[config.mk]
export PLATFORM = sky130hd
export DESIGN_NAME = uart_modem_status_flow_thresholds
export DESIGN_NICKNAME = d
export VERILOG_FILES = /design/src/logic/uart_modem_pkg.sv /design/src/logic/modem_input_sync.sv /design/src/logic/flow_threshold_ctrl.sv /design/src/logic/uart_modem_status_flow_thresholds.sv
export VERILOG_INCLUDE_DIRS = /design/src /design/src/logic
export SDC_FILE = /design/constraint.sdc
export NUM_CORES = 1
export LEC_CHECK = 0
export BUFFER_PORTS_ARGS = -buffer_cell sky130_fd_sc_hd__buf_2
export CORE_UTILIZATION = 30
export DETAILED_ROUTE_END_ITERATION = 10
export PLACE_DENSITY = 0.65
export SYNTH_ARGS = -nofsm -noshare
export SYNTH_HDL_FRONTEND = slang
export SYNTH_SLANG_ARGS = --single-unit
export TNS_END_PERCENT = 5
[constraint.sdc]
create_clock -name clk -period 1.5 [get_ports clk]
set_input_delay 0.075 -clock clk [delete_from_list [all_inputs] [get_ports clk]]
set_output_delay 0.075 -clock clk [all_outputs]
set_load 0.05 [all_outputs]
[src/logic/uart_modem_consts.svh]
// Offsets, bit positions, reset values and widths for the modem status and flow threshold block
`ifndef UART_MODEM_CONSTS_SVH
`define UART_MODEM_CONSTS_SVH

// Register offsets, all sharing one slot and told apart by bank controls
`define UMS_ADDR_W 4
`define UMS_OFS_MODEM_STATE 4'h6
`define UMS_OFS_LEVELS 4'h6
`define UMS_OFS_PAUSE 4'h6

// Bank selection
`define UMS_ENH_KEY 8'hBF
`define UMS_FMT_DIV_BIT 7
`define UMS_FEAT_BANK_BIT 2
`define UMS_ENH_LEVELS_BIT 4

// Modem output control bits
`define UMS_CTRL_LOOP_BIT 4
`define UMS_CTRL_OUT2_BIT 3
`define UMS_CTRL_OUT1_BIT 2
`define UMS_CTRL_RTS_BIT 1
`define UMS_CTRL_DTR_BIT 0

// Positions inside the four-bit modem vector {cd, ri, dsr, cts}
`define UMS_IDX_CD 3
`define UMS_IDX_RI 2
`define UMS_IDX_DSR 1
`define UMS_IDX_CTS 0

// Threshold nibbles and step
`define UMS_HALT_MSB 3
`define UMS_HALT_LSB 0
`define UMS_RESUME_MSB 7
`define UMS_RESUME_LSB 4
`define UMS_STEP_SHIFT 2
`define UMS_CNT_W 7

// Reset values
`define UMS_PAUSE_RST 8'h00
`define UMS_LEVELS_RST 8'h00
`define UMS_DELTA_RST 4'h0
`define UMS_STATE_RST 4'h0
`define UMS_PIN_IDLE 1'b1
`define UMS_RDATA_RST 8'h00

`endif

[src/logic/uart_modem_pkg.sv]
// Types shared by the modem status and flow threshold block
`include "uart_modem_consts.svh"

package uart_modem_pkg;

  // Active-low modem input pins
  typedef struct packed {
    logic carrierDetectN;
    logic ringIndicatorN;
    logic dataSetReadyN;
    logic clearToSendN;
  } modem_pins_s;

  // Host register port request
  typedef struct packed {
    logic [`UMS_ADDR_W-1:0] addr;
    logic wr;
    logic rd;
    logic [7:0] wdata;
  } reg_req_s;

  typedef enum logic [1:0] {SEL_NONE, SEL_STATE, SEL_LEVELS, SEL_PAUSE} reg_sel_e;

  typedef enum logic {FLOW_RUN, FLOW_HALT} flow_state_e;

endpackage : uart_modem_pkg

[src/logic/modem_input_sync.sv]
// Two-stage synchroniser for the four modem input pins
`timescale 1ns/1ps
`include "uart_modem_consts.svh"

module modem_input_sync (
  input wire logic clk,
  input wire logic rst,
  input wire logic [3:0] pinsN,
  output logic [3:0] syncN
);

  genvar i;
  generate
    for (i = 0; i < 4; i++) begin : gSync
      logic stage1_r;
      logic stage2_r;
      always_ff @(posedge clk or posedge rst) begin
        if (rst) begin
          stage1_r <= `UMS_PIN_IDLE;
          stage2_r <= `UMS_PIN_IDLE;
        end else begin
          stage1_r <= pinsN[i];
          stage2_r <= stage1_r;
        end
      end
      assign syncN[i] = stage2_r;
    end
  endgenerate

endmodule : modem_input_sync

[src/logic/flow_threshold_ctrl.sv]
// Receive FIFO halt and resume threshold tracking
`timescale 1ns/1ps
`include "uart_modem_consts.svh"

module flow_threshold_ctrl
  import uart_modem_pkg::*;
(
  input wire logic clk,
  input wire logic rst,
  input wire logic swReset,
  input wire logic [7:0] levels,
  input wire logic [`UMS_CNT_W-1:0] rxFifoCount,
  input wire logic autoSwFlowEn,
  output logic halted,
  output logic pauseSend,
  output logic resumeSend
);

  flow_state_e state_r;
  flow_state_e state_nxt;
  logic [`UMS_CNT_W-1:0] haltMark;
  logic [`UMS_CNT_W-1:0] resumeMark;
  logic haltHit;
  logic resumeHit;
  logic pauseSend_r;
  logic resumeSend_r;

  // **********************************************
  // Levels in steps of four bytes
  // **********************************************
  assign haltMark = `UMS_CNT_W'(levels[`UMS_HALT_MSB:`UMS_HALT_LSB]) << `UMS_STEP_SHIFT;
  assign resumeMark = `UMS_CNT_W'(levels[`UMS_RESUME_MSB:`UMS_RESUME_LSB]) << `UMS_STEP_SHIFT;
  // Zero halt nibble leaves flow running
  assign haltHit = (haltMark != '0) && (rxFifoCount >= haltMark);
  assign resumeHit = rxFifoCount <= resumeMark;

  // **********************************************
  // Flow state
  // **********************************************
  always_comb begin
    state_nxt = state_r;
    case (state_r)
      FLOW_RUN: begin
        if (haltHit) begin
          state_nxt = FLOW_HALT;
        end
      end
      FLOW_HALT: begin
        if (resumeHit) begin
          state_nxt = FLOW_RUN;
        end
      end
      default: begin
        state_nxt = FLOW_RUN;
      end
    endcase
  end

  always_ff @(posedge clk or posedge rst) begin
    if (rst) begin
      state_r <= FLOW_RUN;
    end else if (swReset) begin
      state_r <= FLOW_RUN;
    end else begin
      state_r <= state_nxt;
    end
  end

  // Pause and resume character requests, one pulse per crossing
  always_ff @(posedge clk or posedge rst) begin
    if (rst) begin
      pauseSend_r <= 1'b0;
      resumeSend_r <= 1'b0;
    end else begin
      pauseSend_r <= !swReset && autoSwFlowEn && state_r == FLOW_RUN && state_nxt == FLOW_HALT;
      resumeSend_r <= !swReset && autoSwFlowEn && state_r == FLOW_HALT && state_nxt == FLOW_RUN;
    end
  end

  assign halted = state_r == FLOW_HALT;
  assign pauseSend = pauseSend_r;
  assign resumeSend = resumeSend_r;

  // **********************************************
  // Checks
  // **********************************************
  flow_resume_a: assert property (@(posedge clk) disable iff (rst)
    (halted && rxFifoCount <= resumeMark && !swReset && autoSwFlowEn) |=> (!halted && resumeSend))
    else $error("flow did not resume at resume level");

  flow_halt_a: assert property (@(posedge clk) disable iff (rst)
    (!halted && haltMark != '0 && rxFifoCount >= haltMark && !swReset) |=> halted)
    else $error("flow did not halt at halt level");

  pause_once_a: assert property (@(posedge clk) disable iff (rst)
    pauseSend |-> ($past(autoSwFlowEn) && halted && !$past(halted)))
    else $error("pause request without a halt crossing");

endmodule : flow_threshold_ctrl

[src/logic/uart_modem_status_flow_thresholds.sv]
// Modem input status, change flags and receive flow thresholds for one channel
`timescale 1ns/1ps
`include "uart_modem_consts.svh"

// ********************************************************************
// Functional notes
// - Status bit 7 is the inverted carrier detect pin, or control bit 3 in loopback.
// - Status bit 6 is the inverted ring indicator pin, or control bit 2 in loopback.
// - Status bit 5 is the inverted data set ready pin, or control bit 0 in loopback.
// - Status bit 4 is the inverted clear to send pin, or control bit 1 in loopback.
// - Status bit 3 sets on any change of carrier detect.
// - Status bit 2 sets only when the ring indicator pin rises from low to high.
// - Status bit 1 sets on any change of data set ready.
// - Status bit 0 sets on any change of clear to send.
// - Any set change flag with the modem interrupt enabled raises the modem interrupt.
// - At or below four times the upper nibble the sender is resumed by RTS or a resume character.
// - At or above four times a non-zero lower nibble the sender is halted by RTS or a pause character.
// - The pause character sits at offset 6 when the format control is 0xBF and feature bit 2 is clear.
// - The pause character is cleared by power-on reset only, never by software reset.
// ********************************************************************

module uart_modem_status_flow_thresholds
  import uart_modem_pkg::*;
(
  input wire logic clk,
  input wire logic rst,
  input wire logic swReset,
  input wire reg_req_s regReq,
  output logic [7:0] rdData,
  output logic rdValid,
  input wire modem_pins_s modemPins,
  input wire logic [7:0] modemOutputControl,
  input wire logic [7:0] lineFormatControl,
  input wire logic [7:0] specialFeatureControl,
  input wire logic [7:0] enhancedFeatures,
  input wire logic modemIntEn,
  input wire logic autoRtsEn,
  input wire logic autoSwFlowEn,
  input wire logic [`UMS_CNT_W-1:0] rxFifoCount,
  output logic requestToSendN,
  output logic pauseSend,
  output logic resumeSend,
  output logic [7:0] pauseChar,
  output logic modemIrq
);

  logic [3:0] pinSyncN;
  logic [3:0] liveState;
  logic [3:0] loopState;
  logic [3:0] prevState_r;
  logic [3:0] changed;
  logic [3:0] setMask;
  logic [3:0] deltas_r;
  logic [3:0] deltas_nxt;
  logic [7:0] pauseChar_r;
  logic [7:0] levels_r;
  logic [7:0] rdData_r;
  logic [7:0] rdData_nxt;
  logic rdValid_r;
  logic rts_r;
  logic loopback;
  logic halted;
  logic stateRead;
  logic [7:0] modemInputState;
  reg_sel_e regSel;

  // ********************************************************************
  // Register bank decode
  // ********************************************************************
  function automatic reg_sel_e decodeSel(
    input logic [`UMS_ADDR_W-1:0] addr,
    input logic [7:0] fmt,
    input logic [7:0] ctrl,
    input logic [7:0] feat,
    input logic [7:0] enh
  );
    reg_sel_e sel;
    sel = SEL_NONE;
    if (addr == `UMS_OFS_PAUSE && fmt == `UMS_ENH_KEY && !feat[`UMS_FEAT_BANK_BIT]) begin
      sel = SEL_PAUSE;
    end else if (addr == `UMS_OFS_LEVELS && enh[`UMS_ENH_LEVELS_BIT] && ctrl[`UMS_CTRL_OUT1_BIT]) begin
      sel = SEL_LEVELS;
    end else if (addr == `UMS_OFS_MODEM_STATE && !fmt[`UMS_FMT_DIV_BIT] && !ctrl[`UMS_CTRL_OUT1_BIT]) begin
      sel = SEL_STATE;
    end
    return sel;
  endfunction : decodeSel

  assign regSel = decodeSel(regReq.addr, lineFormatControl, modemOutputControl,
                            specialFeatureControl, enhancedFeatures);
  assign stateRead = regReq.rd && regSel == SEL_STATE;

  // ********************************************************************
  // Modem inputs
  // ********************************************************************
  modem_input_sync uSync (
    .clk(clk),
    .rst(rst),
    .pinsN(modemPins),
    .syncN(pinSyncN)
  );

  assign loopback = modemOutputControl[`UMS_CTRL_LOOP_BIT];

  // Loopback order {cd, ri, dsr, cts}
  assign loopState = {modemOutputControl[`UMS_CTRL_OUT2_BIT], modemOutputControl[`UMS_CTRL_OUT1_BIT],
                      modemOutputControl[`UMS_CTRL_DTR_BIT], modemOutputControl[`UMS_CTRL_RTS_BIT]};

  // Pins are active low, status bits active high
  assign liveState = loopback ? loopState : ~pinSyncN;

  // ********************************************************************
  // Change flags
  // ********************************************************************
  assign changed = liveState ^ prevState_r;

  // Ring flag only on the pin rising, which is the status bit falling
  assign setMask = {changed[`UMS_IDX_CD],
                    prevState_r[`UMS_IDX_RI] & ~liveState[`UMS_IDX_RI],
                    changed[`UMS_IDX_DSR],
                    changed[`UMS_IDX_CTS]};

  // New change wins over the read that clears
  assign deltas_nxt = (stateRead ? `UMS_DELTA_RST : deltas_r) | setMask;

  always_ff @(posedge clk or posedge rst) begin
    if (rst) begin
      prevState_r <= `UMS_STATE_RST;
    end else begin
      prevState_r <= liveState;
    end
  end

  always_ff @(posedge clk or posedge rst) begin
    if (rst) begin
      deltas_r <= `UMS_DELTA_RST;
    end else if (swReset) begin
      deltas_r <= `UMS_DELTA_RST;
    end else begin
      deltas_r <= deltas_nxt;
    end
  end

  assign modemInputState = {liveState, deltas_r};

  assign modemIrq = modemIntEn && (deltas_r != `UMS_DELTA_RST);

  // ********************************************************************
  // Writable registers
  // ********************************************************************
  // Power-on reset only; software reset leaves it alone
  always_ff @(posedge clk or posedge rst) begin
    if (rst) begin
      pauseChar_r <= `UMS_PAUSE_RST;
    end else if (regReq.wr && regSel == SEL_PAUSE) begin
      pauseChar_r <= regReq.wdata;
    end
  end

  always_ff @(posedge clk or posedge rst) begin
    if (rst) begin
      levels_r <= `UMS_LEVELS_RST;
    end else if (swReset) begin
      levels_r <= `UMS_LEVELS_RST;
    end else if (regReq.wr && regSel == SEL_LEVELS) begin
      levels_r <= regReq.wdata;
    end
  end

  assign pauseChar = pauseChar_r;

  // ********************************************************************
  // Read port
  // ********************************************************************
  always_comb begin
    rdData_nxt = `UMS_RDATA_RST;
    case (regSel)
      SEL_STATE: begin
        rdData_nxt = modemInputState;
      end
      SEL_LEVELS: begin
        rdData_nxt = levels_r;
      end
      SEL_PAUSE: begin
        rdData_nxt = pauseChar_r;
      end
      default: begin
        rdData_nxt = `UMS_RDATA_RST;
      end
    endcase
  end

  always_ff @(posedge clk or posedge rst) begin
    if (rst) begin
      rdData_r <= `UMS_RDATA_RST;
    end else if (regReq.rd) begin
      rdData_r <= rdData_nxt;
    end
  end

  always_ff @(posedge clk or posedge rst) begin
    if (rst) begin
      rdValid_r <= 1'b0;
    end else begin
      rdValid_r <= regReq.rd;
    end
  end

  assign rdData = rdData_r;
  assign rdValid = rdValid_r;

  // ********************************************************************
  // Receive flow thresholds
  // ********************************************************************
  flow_threshold_ctrl uFlow (
    .clk(clk),
    .rst(rst),
    .swReset(swReset),
    .levels(levels_r),
    .rxFifoCount(rxFifoCount),
    .autoSwFlowEn(autoSwFlowEn),
    .halted(halted),
    .pauseSend(pauseSend),
    .resumeSend(resumeSend)
  );

  // Pin high means not ready; loopback keeps the pin idle
  always_ff @(posedge clk or posedge rst) begin
    if (rst) begin
      rts_r <= 1'b1;
    end else if (loopback) begin
      rts_r <= 1'b1;
    end else if (autoRtsEn) begin
      rts_r <= halted;
    end else begin
      rts_r <= !modemOutputControl[`UMS_CTRL_RTS_BIT];
    end
  end

  assign requestToSendN = rts_r;

  // ********************************************************************
  // Checks
  // ********************************************************************
  cd_loop_read_a: assert property (@(posedge clk) disable iff (rst)
    (stateRead && loopback) |=> (rdValid && rdData[7] == $past(modemOutputControl[`UMS_CTRL_OUT2_BIT])))
    else $error("carrier status not following loopback control");

  ri_pin_a: assert property (@(posedge clk) disable iff (rst)
    !loopback |-> (liveState[`UMS_IDX_RI] == !$past(modemPins.ringIndicatorN, 2)))
    else $error("ring status not inverse of pin");

  dsr_pin_a: assert property (@(posedge clk) disable iff (rst)
    (stateRead && !loopback) |=> (rdData[5] == !$past(modemPins.dataSetReadyN, 3)))
    else $error("data set ready status not inverse of pin");

  cts_loop_a: assert property (@(posedge clk) disable iff (rst)
    loopback |-> (liveState[`UMS_IDX_CTS] == modemOutputControl[`UMS_CTRL_RTS_BIT]))
    else $error("clear to send status not following loopback control");

  cd_delta_a: assert property (@(posedge clk) disable iff (rst || swReset)
    (liveState[`UMS_IDX_CD] != prevState_r[`UMS_IDX_CD]) |=> deltas_r[`UMS_IDX_CD])
    else $error("carrier change not flagged");

  ri_rise_a: assert property (@(posedge clk) disable iff (rst || swReset)
    $rose(deltas_r[`UMS_IDX_RI]) |-> $past(prevState_r[`UMS_IDX_RI] && !liveState[`UMS_IDX_RI]))
    else $error("ring flag set without pin rising");

  dsr_delta_a: assert property (@(posedge clk) disable iff (rst || swReset)
    (liveState[`UMS_IDX_DSR] != prevState_r[`UMS_IDX_DSR]) |=> deltas_r[`UMS_IDX_DSR])
    else $error("data set ready change not flagged");

  cts_delta_a: assert property (@(posedge clk) disable iff (rst || swReset)
    (liveState[`UMS_IDX_CTS] != prevState_r[`UMS_IDX_CTS]) |=> deltas_r[`UMS_IDX_CTS])
    else $error("clear to send change not flagged");

  modem_irq_a: assert property (@(posedge clk) disable iff (rst)
    (modemIntEn && $past(setMask != 4'h0) && !$past(swReset)) |-> modemIrq)
    else $error("modem interrupt missing after change");

  rts_flow_a: assert property (@(posedge clk) disable iff (rst)
    ($past(autoRtsEn) && !$past(loopback) && $past(halted)) |-> requestToSendN)
    else $error("request to send not dropped while halted");

  pause_write_a: assert property (@(posedge clk) disable iff (rst)
    (regReq.wr && regSel == SEL_PAUSE) |=> (pauseChar == $past(regReq.wdata)))
    else $error("pause character write lost");

  pause_keep_a: assert property (@(posedge clk) disable iff (rst)
    (swReset && !regReq.wr) |=> $stable(pauseChar))
    else $error("software reset disturbed pause character");

  read_clear_a: assert property (@(posedge clk) disable iff (rst)
    (stateRead && setMask == 4'h0) |=> (deltas_r == 4'h0))
    else $error("change flags not cleared by status read");

endmodule : uart_modem_status_flow_thresholds

==> results.py <==
metrics = {
    "yosys": {
        "ys_ff_latch": 45,
        "yosysMostFrequentCell": "dfrtp_1",
        "muxShareOfSynthArea_pct": 9.81,
        "synth-adder-area-share_pct": 4.67,
        "synth_top_area_share_pct": 42.1,
        "syn_area_sq_um": 2140,
        "synthTopCellsByArea": "dfrtp_1, dfstp_2, mux2i_1",
        "synth_common_cells": "dfrtp_1, nand2b_1, inv_1",
        "syn-instance-count": 187,
        "synth.largest_area_cell": "dfrtp_1",
        "synthSimpleGateAreaFrac_pct": 17.2,
        "ys_types": 37,
        "synth_top_family_by_area": "simple AND/OR/NAND/NOR gates",
        "synth_compound_area_share_pct": 10.5,
        "synth-edff-count": 0,
        "syn_area_per_cell_sq_um": 11.5,
        "syn_nets": 258,
        "yosys_warnings": 0,
        "synthFlopType": "dfrtp_1",
        "ys_seq_area_share_pct": 53.1,
        "async_reset_ff_share_pct": 100,
        "synthXorXnorAreaFrac_pct": 1.23,
    },
    "setup_path": {
        "critical_path_class": "reg -> reg",
        "reg2reg_from": "levels_r[1]",
        "crit_chain": "inv_1, ha_1, nor2b_1, a311oi_1, o31a_1, a221oi_2",
        "start_kind": "flip-flop",
        "cp_max_fo": 2,
        "critical_path_required_ns": 1.71,
        "critPathMaxStageDelay_ns": 0.36,
        "critPathArrivalTime_ns": 1.69,
        "critPathSlowestCell": "dfrtp_1",
        "crit_path_end_kind": "flip-flop",
        "critPathLaunch": "levels_r[1]",
    },
    "placement": {
        "hpwl_microns": 3790,
        "portBuffers": 66,
        "gp_congestion": 0.734,
        "pre_cts_ws_ns": -0.0893,
    },
    "job": {
        "max_cap_viol_count": 0,
    },
    "floorplanning": {
        "die-height_microns": 86.5,
        "dieWidth_microns": 86.5,
        "ios": 84,
        "core.rowCount": 30,
        "die-area_sq_um": 7480,
        "core_sq_um": 6830,
        "initial_core_util_pct": 31.4,
    },
    "global_routing": {
        "antenna_found_initial": 0,
        "grt_pass1_vias": 1728,
        "grt_pass1_wl_microns": 7880,
        "grt.total_usage_pct": 13.7,
        "grt_max_degree": 46,
        "grt_overflow": 0,
    },
    "pwr": {
        "ir_worst_vdd_uv": 387,
        "p_int_mw": 1.78,
        "p_sw_uw": 624,
        "power_frac_clock_pct": 33.1,
        "p_comb_share_pct": 13.2,
        "p_leak_nw": 1.36,
        "p_per_area_nw_per_um2": 855,
        "pwr-share-seq_pct": 53.7,
        "p_sw_share_pct": 26.0,
    },
    "sta": {
        "worstMarginPinSlew_ns": 0.551,
        "fin_worst_skew_ns": 0.0102,
        "slew_viol_final": 0,
        "fmax_mhz": 678,
        "period_share_pct": 98.3,
        "rsz0062_at_grt": "yes",
        "final_hold_viol_count": 0,
        "setup_ws_ns": 0.0255,
        "slew_headroom_pct": 63.3,
        "fin_crit_ns": 1.47,
        "finalSetupViolations": 0,
    },
    "detailed_routing": {
        "num_vias": 1699,
        "route.detailed.wl_per_inst_microns": 13.3,
        "ant_nets": 0,
        "drc": 0,
        "routed_wl_microns": 4840,
        "dr.pass1.iters": 4,
        "vias_per_cell": 4.65,
        "dr.first_iter.drc_count": 54,
    },
    "final_layout": {
        "nets": 339,
        "drive_above_1_share_pct": 41.3,
        "utilization_pct": 41.1,
        "area_growth_pct": 31.1,
        "diodes": 0,
    },
    "clock_tree": {
        "cts.sink_count": 45,
        "htree_levels": 2,
        "numCtsBuffers": 5,
        "cts-root-buf": "clkbuf_8",
        "cts_tree": "built",
        "clk_pin_slew_ns": 0.09,
        "clock_latency_ns": 0.30,
        "clock_path_buffers": 2,
    },
    "min_path": {
        "min_path_type": "in -> reg",
        "min-delay-start": "autoRtsEn",
    },
    "status": {
        "status": "finished, final reports clean",
    },
}
==> sequential cells by signal, summed over array words and instances, names as in the netlist <==
signal,count
uFlow.pauseSend,1
uFlow.halted,1
prevState_r,4
uSync.gSync.stage2_r,4
levels_r,8
pauseChar,8
uSync.gSync.stage1_r,4
requestToSendN,1
deltas_r,4
uFlow.resumeSend,1
rdValid,1
rdData,8
==> final cells by class <==
class	count	area, sq um
Fill cell	699	4020
Sequential cell	45	1140
Multi-Input combinational cell	123	942
Timing Repair Buffer	80	460
Tap cell	96	120
Clock buffer	6	82.6
Inverter	13	48.8
Clock inverter	2	17.5
==> power by group through the flow <==
stage / clock, mW / combinational, mW / sequential [mW]
after floorplan: 0 / 0.146 / 1.35
after global placement: 0 / 0.302 / 1.31
after detailed placement: 0 / 0.308 / 1.31
after CTS: 0.822 / 0.320 / 1.29
after global routing: 0.872 / 0.353 / 1.29
final: 0.795 / 0.318 / 1.29
==> kinds of logic after synthesis <==
| family | Yosys count |
|---|---|
| adders and majority gates | 8 |
| AOI/OAI and AO/OA | 29 |
| muxes | 20 |
| xor gates and xnor gates | 3 |
| DFF | 45 |
| buffers and inverters | 19 |
| and+or+nand+nor | 63 |
==> critical path, delay by kind of cell, from the launching register on <==
family                     cells  cell delay (ns)
AOI/OAI and AO/OA              3             0.59
DFF                            1             0.36
adders and majority gates      1             0.27
and+or+nand+nor                1             0.12
buffers and inverters          1             0.05
==> worst paths after layout <==
| check | to | slack (ns) | cells after the start |
|---|---|---|---|
| setup / recovery | uFlow.halted | 0.03 | 6 |
| hold / removal | requestToSendN | 0.02 | 2 |
| setup reg to reg | uFlow.halted | 0.03 | 6 |
| hold reg to reg | uSync.gSync[3].stage2_r | 0.36 | 0 |
| max in group asynchronous | uSync.gSync[2].stage2_r | 0.64 | 4 |
| min in group asynchronous | pauseChar[6] | 0.46 | 4 |
==> repair_timing <==
| action | 4_1_cts | 5_1_grt |
|---|---|---|
| gates cloned | 0 | 0 |
| endpoints found under the setup margin | 1 | 3 |
| buffers inserted | 0 | 0 |
| hold endpoints to repair | 40 | 0 |
| gates resized for setup | 1 | 1 |
| pin swaps | 3 | 0 |
| hold buffers | 5 | 0 |
==> layout by cell type, fill, tap and decap left out, types with 2 or more instances in the layout <==
cell and instances:
buf_2 66, dfrtp_1 36, nand2b_1 19, inv_1 13, mux2i_1 12, nor2_1 11, nand2_1 9, a21oi_1 9
dfstp_2 9, mux2_2 8, a221o_1 8, ha_1 8, buf_4 8, nand3_1 6, clkbuf_8 6, nor2b_1 5
dlygate4sd3_1 5, a31o_2 4, xnor2_1 3, nor4bb_1 2
==> per-layer routing <==
metal  wire length (microns)  GRT usage, %
met5                       0             0
met4                      83          5.91
met3                     192          2.29
met2                    2360          23.2
met1                    2210          17.5
==> through the flow <==
stage | std cells | hold WS, ns | power [mW] | area, sq um | TNS, ns
6_report | 365 | 0.0204 | 2.40 | 2810 | 0
5_1_grt | 365 | 0.00649 | 2.52 | 2810 | -0.111
4_1_cts | 365 | 0.0116 | 2.43 | 2800 | 0
3_5_place_dp | 352 | 0.181 | 1.62 | 2650 | -1.16
3_3_place_gp | 352 | 0.182 | 1.61 | 2650 | -0.637
2_1_floorplan | 187 | 0.0795 | 1.50 | 2140 | 0
(Power assumes the default switching activity.)
